===== src/ssr_pkg.sv =====
package ssr_pkg;

    // ************************************************************
    // Register offsets
    // ************************************************************
    localparam logic [7:0] ADR_CHIP_STATUS = 8'h00;
    localparam logic [7:0] ADR_FAULT_LATCH = 8'h01;
    localparam logic [7:0] ADR_ALERT_LATCH = 8'h02;
    localparam logic [7:0] ADR_ADDRESS = 8'h03;
    localparam logic [7:0] ADR_IO_CONTROL = 8'h04;
    localparam logic [7:0] ADR_BALANCE = 8'h05;
    localparam logic [7:0] ADR_RESET = 8'h06;

    // ************************************************************
    // Field positions and codes
    // ************************************************************
    localparam int ST_LOCKOUT = 0;
    localparam int ST_OVERHEAT = 1;
    localparam int ST_ASLEEP = 2;
    localparam int FL_POWER_UP = 0;
    localparam int FL_CELL_OV = 1;
    localparam int FL_CELL_UV = 2;
    localparam int FL_FORCE = 3;
    localparam int AL_SLEEP = 0;
    localparam int AL_OVERHEAT = 1;
    localparam int AL_OT1 = 2;
    localparam int AL_OT2 = 3;
    localparam int AL_FORCE = 4;
    localparam int IO_AUX = 0;
    localparam int IO_GPIO_OUT = 1;
    localparam int IO_GPIO_IN = 2;
    localparam int IO_TS1 = 3;
    localparam int IO_TS2 = 4;
    localparam int IO_SLEEP = 7;
    localparam int AD_VALID = 7;
    localparam logic [7:0] RESET_CODE = 8'ha5;
    localparam logic [5:0] ADDR_MIN = 6'h01;
    localparam logic [5:0] ADDR_MAX = 6'h3e;
    localparam logic [3:0] FAULT_RESET = 4'h1;
    localparam int CW = 16;

    // ************************************************************
    // Timing
    // ************************************************************
    localparam int CLK_MHZ = 25;
    localparam int QUAL_US = 50;
    localparam int RST_CMD_US = 300;
    localparam int WARMUP_US = 100;
    localparam int QUAL_CYC_DEF = QUAL_US * CLK_MHZ;
    localparam int RST_CYC_DEF = RST_CMD_US * CLK_MHZ;
    localparam int WARM_CYC_DEF = WARMUP_US * CLK_MHZ;

    // ************************************************************
    // Types
    // ************************************************************
    typedef enum logic [1:0] {SL_ACTIVE, SL_DRAIN, SL_ASLEEP, SL_WAKE} ssr_sleep_e;

    typedef struct packed {
        logic supply_low;
        logic supply_por;
        logic die_hot;
        logic conv_busy;
        logic cell_ov;
        logic cell_uv;
        logic ot1;
        logic ot2;
        logic gpio;
    } ssr_mon_s;

    typedef struct packed {
        logic conv_en;
        logic fault_det_en;
        logic prot_en;
        logic reg5v_en;
        logic aux_en;
        logic comm_en;
        logic [1:0] ts_en;
        logic [5:0] balance;
    } ssr_ctl_s;

endpackage : ssr_pkg


===== src/ssr_top.sv =====
// The register offsets and the plain strobed port were left to the implementer.
`timescale 1ns/10ps
// What this block does
// [RULE_01] Qualified lockout stops converter, balancing, fault detection
// [RULE_02] Lockout clears balance register, sets lockout status
// [RULE_03] Qualified power-on reset stops everything, communication too
// [RULE_04] Reset release loads defaults, sets power-up flag
// [RULE_05] After reset address flag and address read zero
// [RULE_06] Code a5 to reset register forces short reset
// [RULE_07] Reset command obeyed whatever address is held
// [RULE_08] Overheat kills regulator and converter until cooled; the code keeps them off after cooling until the sleep bit is cleared
// [RULE_09] Overheat sets status, sleep bit, sleep alert
// [RULE_10] Overheat disables secondary protection comparators
// [RULE_11] Pin follows output bit, input bit shows pin
// [RULE_12] Sleep bit set enters sleep, cleared exits
// [RULE_13] Finish running conversion, raise done pin, then sleep
// [RULE_14] Sleep entry sets sleep alert, asserting alert
// [RULE_15] Asleep: only sleep alert, latches kept intact
// [RULE_16] Host clears sleep alert before its own sleep
// [RULE_17] Asleep: regulator, converter, comparators all off
// [RULE_18] Sleep leaves thermistor bias bits untouched
// [RULE_19] Registers stay readable and writable while asleep
// [RULE_20] Wake restores regulator, comparators, converter after warm-up
// [RULE_21] Wake restores latches, outputs assert at once
// [RULE_22] Auxiliary output follows its enable bit
// [RULE_23] Latched flags clear by one, force bits by zero
// [RULE_24] Comparator inputs synchronised and qualified by counter; only supply_low and supply_por pass through the counter
// [RULE_25] Reset command interval counted, registers held, access ignored
module ssr_top
    import ssr_pkg::*;
#(
    parameter int QUAL_CYC = QUAL_CYC_DEF,
    parameter int RST_CYC = RST_CYC_DEF,
    parameter int WARM_CYC = WARM_CYC_DEF
) (
    input wire logic clk_sys_i,
    input wire logic resetn_i,
    input wire logic ce_i,
    input wire logic [7:0] addr_i,
    input wire logic [7:0] wdata_i,
    input wire logic wr_i,
    input wire logic rd_i,
    output logic [7:0] rdata_o,
    input wire ssr_mon_s mon_i,
    output ssr_ctl_s ctl_o,
    output logic gpio_o,
    output logic gpio_oe_o,
    output logic conv_done_o,
    output logic fault_o,
    output logic alert_o
);

    // ************************************************************
    // State
    // ************************************************************
    typedef struct packed {
        ssr_mon_s sync1;
        ssr_mon_s sync2;
        logic [1:0] qual;
        logic [1:0][CW-1:0] qcnt;
        logic rst_act;
        logic [CW-1:0] rcnt;
        ssr_sleep_e sleep_st;
        logic [CW-1:0] wcnt;
        logic done;
        logic [3:0] fault_lat;
        logic [4:0] alert_lat;
        logic [5:0] addr;
        logic aux;
        logic gpio_out;
        logic [1:0] ts;
        logic sleep;
        logic [5:0] bal;
        logic [7:0] rdata;
        ssr_ctl_s ctl;
        logic fault;
        logic alert;
    } ssr_state_s;

    ssr_state_s st_ff;
    ssr_state_s nxt_st;

    logic [1:0] raw;
    logic comm_ok;
    logic hot;
    logic asleep;
    logic sense_ok;
    logic wr_ok;
    logic addr_ok;

    // ************************************************************
    // Phase decoding
    // ************************************************************
    // The regulator and comparators stay up in every phase but the
    // settled sleep, since a drain still waits on a live conversion.
    function automatic logic powered(input ssr_sleep_e s);
        return s != SL_ASLEEP;
    endfunction : powered

    // The converter may run while awake and while a drain finishes.
    function automatic logic converting(input ssr_sleep_e s);
        return s == SL_ACTIVE || s == SL_DRAIN;
    endfunction : converting

    // Latches reach the pins while awake or warming up; both sleep
    // phases show the sleep alert alone.
    function automatic logic pins_live(input ssr_sleep_e s);
        return s == SL_ACTIVE || s == SL_WAKE;
    endfunction : pins_live

    // ************************************************************
    // Next-state logic
    // ************************************************************
    always_comb begin
        nxt_st = st_ff;
        // Pins sit outside the clock domain; only sync2 feeds logic.
        nxt_st.sync1 = mon_i; // RULE_24
        nxt_st.sync2 = st_ff.sync1; // RULE_24
        // Read data is cleared in every other cycle, so the bus sees a
        // value only in the cycle right after the strobe.
        nxt_st.rdata = 8'h00;

        // Both supply comparators need the condition to hold, in either
        // direction, for the whole delay before the qualified level moves.
        raw = {st_ff.sync2.supply_por, st_ff.sync2.supply_low};
        for (int i = 0; i < 2; i++) begin
            if (raw[i] == st_ff.qual[i]) begin
                nxt_st.qcnt[i] = '0;
            end else if (st_ff.qcnt[i] == CW'(QUAL_CYC - 1)) begin
                nxt_st.qual[i] = raw[i]; // RULE_24
                nxt_st.qcnt[i] = '0;
            end else begin
                nxt_st.qcnt[i] = st_ff.qcnt[i] + CW'(1);
            end
        end

        // Die heat arrives already filtered by its own hysteresis, so it
        // is used straight from the synchroniser with no extra delay.
        hot = st_ff.sync2.die_hot;
        comm_ok = !st_ff.qual[1] && !st_ff.rst_act; // RULE_03
        asleep = st_ff.sleep_st != SL_ACTIVE;
        sense_ok = !asleep && !st_ff.qual[0] && !hot;
        wr_ok = comm_ok && wr_i;
        addr_ok = st_ff.addr >= ADDR_MIN && st_ff.addr <= ADDR_MAX;

        // ********************************************************
        // Register reads
        // ********************************************************
        if (comm_ok && rd_i) begin // RULE_19
            unique case (addr_i)
                ADR_CHIP_STATUS: begin
                    nxt_st.rdata[ST_LOCKOUT] = st_ff.qual[0]; // RULE_02
                    nxt_st.rdata[ST_OVERHEAT] = hot; // RULE_09
                    nxt_st.rdata[ST_ASLEEP] = asleep;
                end
                ADR_FAULT_LATCH: nxt_st.rdata = {4'h0, st_ff.fault_lat};
                ADR_ALERT_LATCH: nxt_st.rdata = {3'h0, st_ff.alert_lat};
                ADR_ADDRESS: begin
                    nxt_st.rdata[5:0] = st_ff.addr;
                    nxt_st.rdata[AD_VALID] = addr_ok; // RULE_05
                end
                ADR_IO_CONTROL: begin
                    nxt_st.rdata[IO_AUX] = st_ff.aux;
                    nxt_st.rdata[IO_GPIO_OUT] = st_ff.gpio_out;
                    nxt_st.rdata[IO_GPIO_IN] = st_ff.sync2.gpio; // RULE_11
                    nxt_st.rdata[IO_TS2:IO_TS1] = st_ff.ts;
                    nxt_st.rdata[IO_SLEEP] = st_ff.sleep;
                end
                ADR_BALANCE: nxt_st.rdata = {2'h0, st_ff.bal};
                default: nxt_st.rdata = 8'h00;
            endcase
        end

        // ********************************************************
        // Register writes
        // ********************************************************
        // Writes in a reset hold are dropped here, and the hold below
        // reloads defaults anyway, so nothing written then survives.
        if (wr_ok) begin // RULE_19
            unique case (addr_i)
                ADR_FAULT_LATCH: begin
                    nxt_st.fault_lat[2:0] = st_ff.fault_lat[2:0]
                        & ~wdata_i[2:0]; // RULE_23
                    nxt_st.fault_lat[FL_FORCE] = wdata_i[FL_FORCE]; // RULE_23
                end
                ADR_ALERT_LATCH: begin
                    nxt_st.alert_lat[3:0] = st_ff.alert_lat[3:0]
                        & ~wdata_i[3:0]; // RULE_23
                    nxt_st.alert_lat[AL_FORCE] = wdata_i[AL_FORCE]; // RULE_23
                end
                ADR_ADDRESS: nxt_st.addr = wdata_i[5:0];
                ADR_IO_CONTROL: begin
                    nxt_st.aux = wdata_i[IO_AUX];
                    nxt_st.gpio_out = wdata_i[IO_GPIO_OUT];
                    nxt_st.ts = wdata_i[IO_TS2:IO_TS1];
                    nxt_st.sleep = wdata_i[IO_SLEEP]; // RULE_12
                end
                ADR_BALANCE: nxt_st.bal = wdata_i[5:0];
                ADR_RESET: begin
                    // The command path carries no device address here, so
                    // a broadcast reset lands even with no valid address.
                    if (wdata_i == RESET_CODE) begin // RULE_07
                        nxt_st.rst_act = 1'b1; // RULE_06
                        nxt_st.rcnt = '0;
                    end
                end
                default: begin
                end
            endcase
        end

        // ********************************************************
        // Event latches; a set in the clearing cycle wins
        // ********************************************************
        if (sense_ok) begin // RULE_15
            if (st_ff.sync2.cell_ov) begin
                nxt_st.fault_lat[FL_CELL_OV] = 1'b1;
            end
            if (st_ff.sync2.cell_uv) begin
                nxt_st.fault_lat[FL_CELL_UV] = 1'b1;
            end
            if (st_ff.sync2.ot1) begin
                nxt_st.alert_lat[AL_OT1] = 1'b1;
            end
            if (st_ff.sync2.ot2) begin
                nxt_st.alert_lat[AL_OT2] = 1'b1;
            end
        end

        // Overheat also drives the part to sleep, so the host sees the
        // same sleep alert whichever way the regulator went down.
        if (hot) begin
            nxt_st.sleep = 1'b1; // RULE_09
            nxt_st.alert_lat[AL_SLEEP] = 1'b1; // RULE_09
            if (!asleep) begin
                nxt_st.alert_lat[AL_OVERHEAT] = 1'b1;
            end
        end

        // Lockout forces the balance register to zero for as long as it
        // holds, so a write cannot re-arm balancing under low supply.
        if (nxt_st.qual[0]) begin
            nxt_st.bal = '0; // RULE_02
        end

        // ********************************************************
        // Sleep sequencing
        // ********************************************************
        // Draining keeps the converter powered so a running conversion
        // ends cleanly; the done pin then tells the host that the last
        // result is safe to fetch, rising in the same cycle the analog side goes dark.
        unique case (st_ff.sleep_st)
            SL_ACTIVE: begin
                nxt_st.done = 1'b0;
                if (nxt_st.sleep) begin
                    nxt_st.sleep_st = SL_DRAIN; // RULE_12
                end
            end

            SL_DRAIN: begin
                if (!nxt_st.sleep) begin
                    nxt_st.sleep_st = SL_ACTIVE;
                end else if (!st_ff.sync2.conv_busy) begin
                    nxt_st.done = 1'b1; // RULE_13
                    nxt_st.alert_lat[AL_SLEEP] = 1'b1; // RULE_14
                    nxt_st.sleep_st = SL_ASLEEP;
                end
            end

            SL_ASLEEP: begin
                if (!nxt_st.sleep) begin
                    nxt_st.sleep_st = SL_WAKE; // RULE_12
                    nxt_st.wcnt = '0;
                    nxt_st.done = 1'b0;
                end
            end

            // Warm-up counts from the wake write; the converter stays
            // off until it ends, while a cold start enters active at once.
            SL_WAKE: begin
                nxt_st.done = 1'b0;
                if (nxt_st.sleep) begin
                    nxt_st.sleep_st = SL_DRAIN;
                end else if (st_ff.wcnt == CW'(WARM_CYC - 1)) begin
                    nxt_st.sleep_st = SL_ACTIVE; // RULE_20
                end else begin
                    nxt_st.wcnt = st_ff.wcnt + CW'(1);
                end
            end
        endcase

        // ********************************************************
        // Reset hold
        // ********************************************************
        if (st_ff.rst_act) begin
            if (st_ff.rcnt == CW'(RST_CYC - 1)) begin
                nxt_st.rst_act = 1'b0; // RULE_25
            end else begin
                nxt_st.rcnt = st_ff.rcnt + CW'(1); // RULE_25
            end
        end

        // A command reset and a supply reset share this hold; they
        // differ only in how long it lasts.
        if (nxt_st.qual[1] || st_ff.rst_act) begin
            // Defaults are reloaded every held cycle, so release comes
            // with defaults and the power-up flag already standing.
            nxt_st.fault_lat = FAULT_RESET; // RULE_04
            nxt_st.alert_lat = '0;
            nxt_st.addr = '0; // RULE_05
            nxt_st.aux = 1'b0;
            nxt_st.gpio_out = 1'b0;
            nxt_st.ts = '0;
            nxt_st.sleep = 1'b0;
            nxt_st.bal = '0;
            nxt_st.sleep_st = SL_ACTIVE;
            nxt_st.done = 1'b0;
            nxt_st.wcnt = '0;
        end

        // ********************************************************
        // Registered outputs
        // ********************************************************
        nxt_st.ctl.comm_en = !nxt_st.qual[1] && !nxt_st.rst_act; // RULE_03

        nxt_st.ctl.reg5v_en = nxt_st.ctl.comm_en && !hot // RULE_08
            && powered(nxt_st.sleep_st); // RULE_17
        nxt_st.ctl.conv_en = nxt_st.ctl.reg5v_en && !nxt_st.qual[0] // RULE_01
            && converting(nxt_st.sleep_st); // RULE_13 RULE_20
        nxt_st.ctl.prot_en = nxt_st.ctl.reg5v_en; // RULE_10
        nxt_st.ctl.fault_det_en = nxt_st.ctl.prot_en
            && !nxt_st.qual[0]; // RULE_01

        nxt_st.ctl.aux_en = nxt_st.ctl.reg5v_en && nxt_st.aux; // RULE_22
        nxt_st.ctl.ts_en = nxt_st.ts; // RULE_18
        nxt_st.ctl.balance = nxt_st.ctl.fault_det_en ? nxt_st.bal : '0;

        // Latch contents survive sleep; only the pins are gated, so the
        // old condition shows again the moment sleep is left.
        if (pins_live(nxt_st.sleep_st)) begin
            nxt_st.fault = |nxt_st.fault_lat; // RULE_21
            nxt_st.alert = |nxt_st.alert_lat; // RULE_21
        end else begin
            nxt_st.fault = 1'b0; // RULE_15
            nxt_st.alert = nxt_st.alert_lat[AL_SLEEP]; // RULE_14
        end
        if (!nxt_st.ctl.comm_en) begin
            nxt_st.fault = 1'b0;
            nxt_st.alert = 1'b0;
        end
    end

    // ************************************************************
    // Registers
    // ************************************************************
    // Holding ce_i low freezes the synchronisers as well, so a stalled
    // part never acts on an input taken halfway.
    always_ff @(posedge clk_sys_i or negedge resetn_i) begin
        if (!resetn_i) begin
            st_ff <= '0;
            st_ff.fault_lat <= FAULT_RESET; // RULE_04
        end else if (ce_i) begin
            st_ff <= nxt_st;
        end
    end

    assign rdata_o = st_ff.rdata;
    assign ctl_o = st_ff.ctl;
    // Open-drain style: a one releases the pin so it can be read.
    assign gpio_o = 1'b0;
    assign gpio_oe_o = !st_ff.gpio_out; // RULE_11
    assign conv_done_o = st_ff.done;
    assign fault_o = st_ff.fault;
    assign alert_o = st_ff.alert;

endmodule : ssr_top


===== config.mk =====
export PLATFORM = sky130hd
export DESIGN_NAME = ssr_top
export DESIGN_NICKNAME = d
export VERILOG_FILES = /design/src/ssr_pkg.sv /design/src/ssr_top.sv
export SDC_FILE = /design/constraint.sdc
export NUM_CORES = 1
export LEC_CHECK = 0
export BUFFER_PORTS_ARGS = -buffer_cell sky130_fd_sc_hd__buf_4
export CORE_MARGIN = 3
export CORE_UTILIZATION = 55
export DETAILED_ROUTE_END_ITERATION = 6
export PLACE_DENSITY_LB_ADDON = 0.3
export SYNTH_ARGS = -nofsm -noshare
export SYNTH_HDL_FRONTEND = slang
export SYNTH_SLANG_ARGS = --single-unit

===== constraint.sdc =====
create_clock -name clk_sys_i -period 2.86 [get_ports clk_sys_i]
set_input_delay 0.143 -clock clk_sys_i [delete_from_list [all_inputs] [get_ports clk_sys_i]]
set_output_delay 0.143 -clock clk_sys_i [all_outputs]
set_load 0.05 [all_outputs]

==> flow_summary_export.csv <==
group,metric,value,unit
run_status,status,"finished clean",
timing,min_period_over_period,97.3,%
synth,syn_avg_cell_area,9.56,um^2
finish,final_common_cell,"dfrtp_1",
worst_setup_path,critPathLaunch,"st_ff[103]",
timing,hold_violations,0,
clock_tree,insertion_delay,0.43,ns
power,cellLeakagePower,3.69,nW
timing,maxSlewHeadroom,44.1,%
finish,multi_input_area,0.00365,mm^2
floorplanning,ioPinCount,57,
global_routing,grt_util_met1,33.6,%
clock_tree,root_buffer,"clkbuf_16",
synth,synth_compound_area_share,15.7,%
synth,synthSimpleGateAreaFrac,21.7,%
synth,synth_area_leader_cell,"dfrtp_1",
worst_setup_path,startpoint_type,"register",
power,power_density,589,mW/mm^2
worst_setup_path,r2r_start,"st_ff[103]",
synth,synth_cell_types,68,
synth,synthTopCellsByArea,"dfrtp_1 46%, nand2_1 4.7%, o21ai_0 3.9%",
clock_tree,cts.sinks,134,
global_routing,use_met3,6.71,%
synth,synth_top_family_by_area,"simple AND/OR/NAND/NOR gates",
worst_setup_path,crit_end,"ctl_o[3]",
synth,yosysWarnings,0,
place,portBuffers,54,
floorplanning,rows,41,
place,hpwl,12600,um
floorplanning,coreArea,0.0128,mm^2
synth,ys_seq_area_share,45.9,%
global_routing,grt_max_degree,84,
synth,synth_xor_area_share,3.11,%
min_path,worstHoldPathType,"primary input to register",
finish,nNetsFinal,873,
clock_tree,clk_pin_slew,0.06,ns
finish,area_growth_syn_to_layout,19.4,%
synth,syn_inst,765,
global_routing,grt_pass1_vias,6257,
routing,first_pass_iters,5,
global_routing,grt_pass1_wl,30500,um
routing,drc_errors,0,
synth,ys_ff_latch,134,
clock_tree,cts_tree,"done",
floorplanning,start_util,57.0,%
timing,rsz0062_at_grt,"true",
synth,syn_area,0.00731,mm^2
worst_setup_path,rr_worst_depth,13,
finish,n_fill_cell,993,
routing,ant_nets,0,
global_routing,gr-total-overflow,0,
routing,vias,6317,
timing,slew_viol_final,0,
power,ir_drop,0.436,mV
worst_setup_path,arrival,3.13,ns
worst_setup_path,critical_path_required,3.21,ns
clock_tree,numCtsBuffers,17,
worst_setup_path,cp-end-kind,"register",
worst_setup_path,critPathMaxFanout,6,
floorplanning,die-area,0.0147,mm^2
routing,wl_per_cell,18.2,um
timing,layout_min_cycle_time,2.78,ns
synth,synthAdderAreaFrac,1.54,%
place,place_congestion,0.900,
finish,seqCellArea,0.00335,mm^2
routing,drt_iter0_drc,648,
place,placed_area,0.00790,mm^2
routing,wl,18500,um
floorplanning,die_h,121,um
timing,finalSetupTns,0,ns
timing,finClkSkew,0.0104,ns
clock_tree,htree_levels,4,
synth,synth_edf_count,0,
synth,ys.flop_type,"dfrtp_1",
synth,async_flop_share,100,%
worst_setup_path,crit_type,"register to register",
global_routing,gr-usage-all-layers,26.1,%
clock_tree,cts.path.max_buffers,2,
floorplanning,die_x,121,um
job,drv_cap,0,
routing,viasPerCell,6.20,
synth,synth_mux_area_share,6.55,%
timing,setup_viol,0,
finish,num_antenna_cells,0,
synth,synth_top_area_share,45.5,%
worst_setup_path,r2r-end,"ctl_o[3]",
finish,final_cell_mix,"133 x dfrtp_1, 92 x nand2_1, 89 x buf_4, 55 x o21ai_0, 51 x nor2_1",
global_routing,antenna_found_initial,0,
global_routing,use_met2,42.2,%
worst_setup_path,regToRegSetupSlack,0.08,ns
global_routing,top_usage_layer,"met2",
finish,drive_gt1_share,20.4,%
finish,final_area,0.00873,mm^2
timing,max_freq,0.360,GHz
timing,worstMarginPinSlew,0.831,ns
-- synth_stat cells, types with 3 or more instances --
cell and number:
nor3_1 13, dfrtp_1 133, nor4_1 7, xnor2_1 16, o2bb2ai_1 15, a21oi_1 18
buf_1 4, mux2_2 23, nor2_1 52, inv_1 23, a21o_1 5, mux2i_1 22
nand3_1 35, a22o_1 16, a221oi_1 3, buf_4 24, ha_1 9, o31ai_1 17
xor2_1 10, or4_1 7, o21ai_0 57, o22ai_1 5, nor2b_1 5, nand2_1 92
and3_1 21, and4_1 3, nor4bb_1 5, nand2b_1 8, nand4_1 17, o21ai_1 11
and2_1 10, or3_1 6, nor4b_1 5, clkbuf_1 21
-- metrics by stage --
step	hold WS, ns	utilization [%]	power [mW]	worst slack, ns	std cells
floorplan	-0.153	-	2.62	0.0304	766
global placement	0.244	61.6	2.89	0.145	971
detailed placement	0.257	61.6	2.92	0.0298	971
CTS	0.00462	67.3	5.13	0.0216	1016
global route	0.00677	68.1	5.35	-0.105	1019
finish	0.0262	68.1	5.14	0.0786	1019
-- worst max-delay path, cell delays in order (launching register included) --
cell,delay [ns]
dfrtp_1,0.39
inv_2,0.07
ha_1,0.12
nor4bb_2,0.20
and4_1,0.27
mux2_4,0.17
o21ai_0,0.07
a21o_1,0.18
a21o_1,0.17
ha_2,0.19
nor2_2,0.10
nand2_1,0.07
or3_4,0.50
o2bb2ai_2,0.18
-- state kept, by name, indices dropped and copies added, names as in the netlist --
signal       flops
conv_done_o      1
rdata_o          7
fault_o          1
ctl_o           13
raw              2
alert_o          1
hot              1
st_ff           99
nxt_st           9
-- worst min-delay path by stage --
stage / from / to / slack, ns / cells past startpoint
3_3_place_gp: resetn_i / st_ff[54] / 0.24 / 1
5_1_grt: wdata_i[4] / st_ff[28] / 0.007 / 2
3_5_place_dp: resetn_i / st_ff[54] / 0.26 / 1
4_1_cts: wdata_i[4] / st_ff[28] / 0.005 / 2
2_1_floorplan: resetn_i / alert_o / -0.15 / 0
6_report: wdata_i[1] / st_ff[25] / 0.03 / 2
-- metal layers --
| metal | up-vias | share of wire (%) | wire, um |
|---|---|---|---|
| li1 | 2903 | - | - |
| met1 | 3105 | 42 | 7850 |
| met2 | 257 | 48 | 8980 |
| met3 | 52 | 6.6 | 1220 |
| met4 | 0 | 2.6 | 478 |
| met5 | - | 0 | 0 |
-- layout make-up --
| type | count | area share (%) |
|---|---|---|
| repair buffers | 104 | 9.50 |
| well taps | 172 | 2.46 |
| clock inverters | 13 | 1.72 |
| flip-flops and latches | 134 | 38.4 |
| inverters | 23 | 0.989 |
| clock buffers | 19 | 5.07 |
| multi-input cells | 554 | 41.8 |
-- power breakdown --
group          internal (mW)  switching [mW]  total, mW  leakage (nW)
Sequential              2.01           0.117       2.13          1.80
Clock                   1.32           0.881       2.20         0.284
Combinational          0.321           0.489      0.809          1.61
-- cells by family (layout without fill, tap and decap cells) --
kind of cell | after synthesis | in the layout
DFF | 134 | 134
muxes | 45 | 45
buffers and inverters | 78 | 159
other | 1 | 2
adders and majority gates | 9 | 9
AOI/OAI and AO/OA | 170 | 170
and+or+nand+nor | 302 | 302
xor gates and xnor gates | 26 | 26
-- timing repair --
item                                    4_1_cts  5_1_grt
buffers inserted                              0        3
endpoints found under the hold margin        94        0
gates resized for setup                       1       16
endpoints found under the setup margin        6       16
pin swaps                                     0        9
hold buffers                                 13        0
Power figures use the tool's default switching activity.
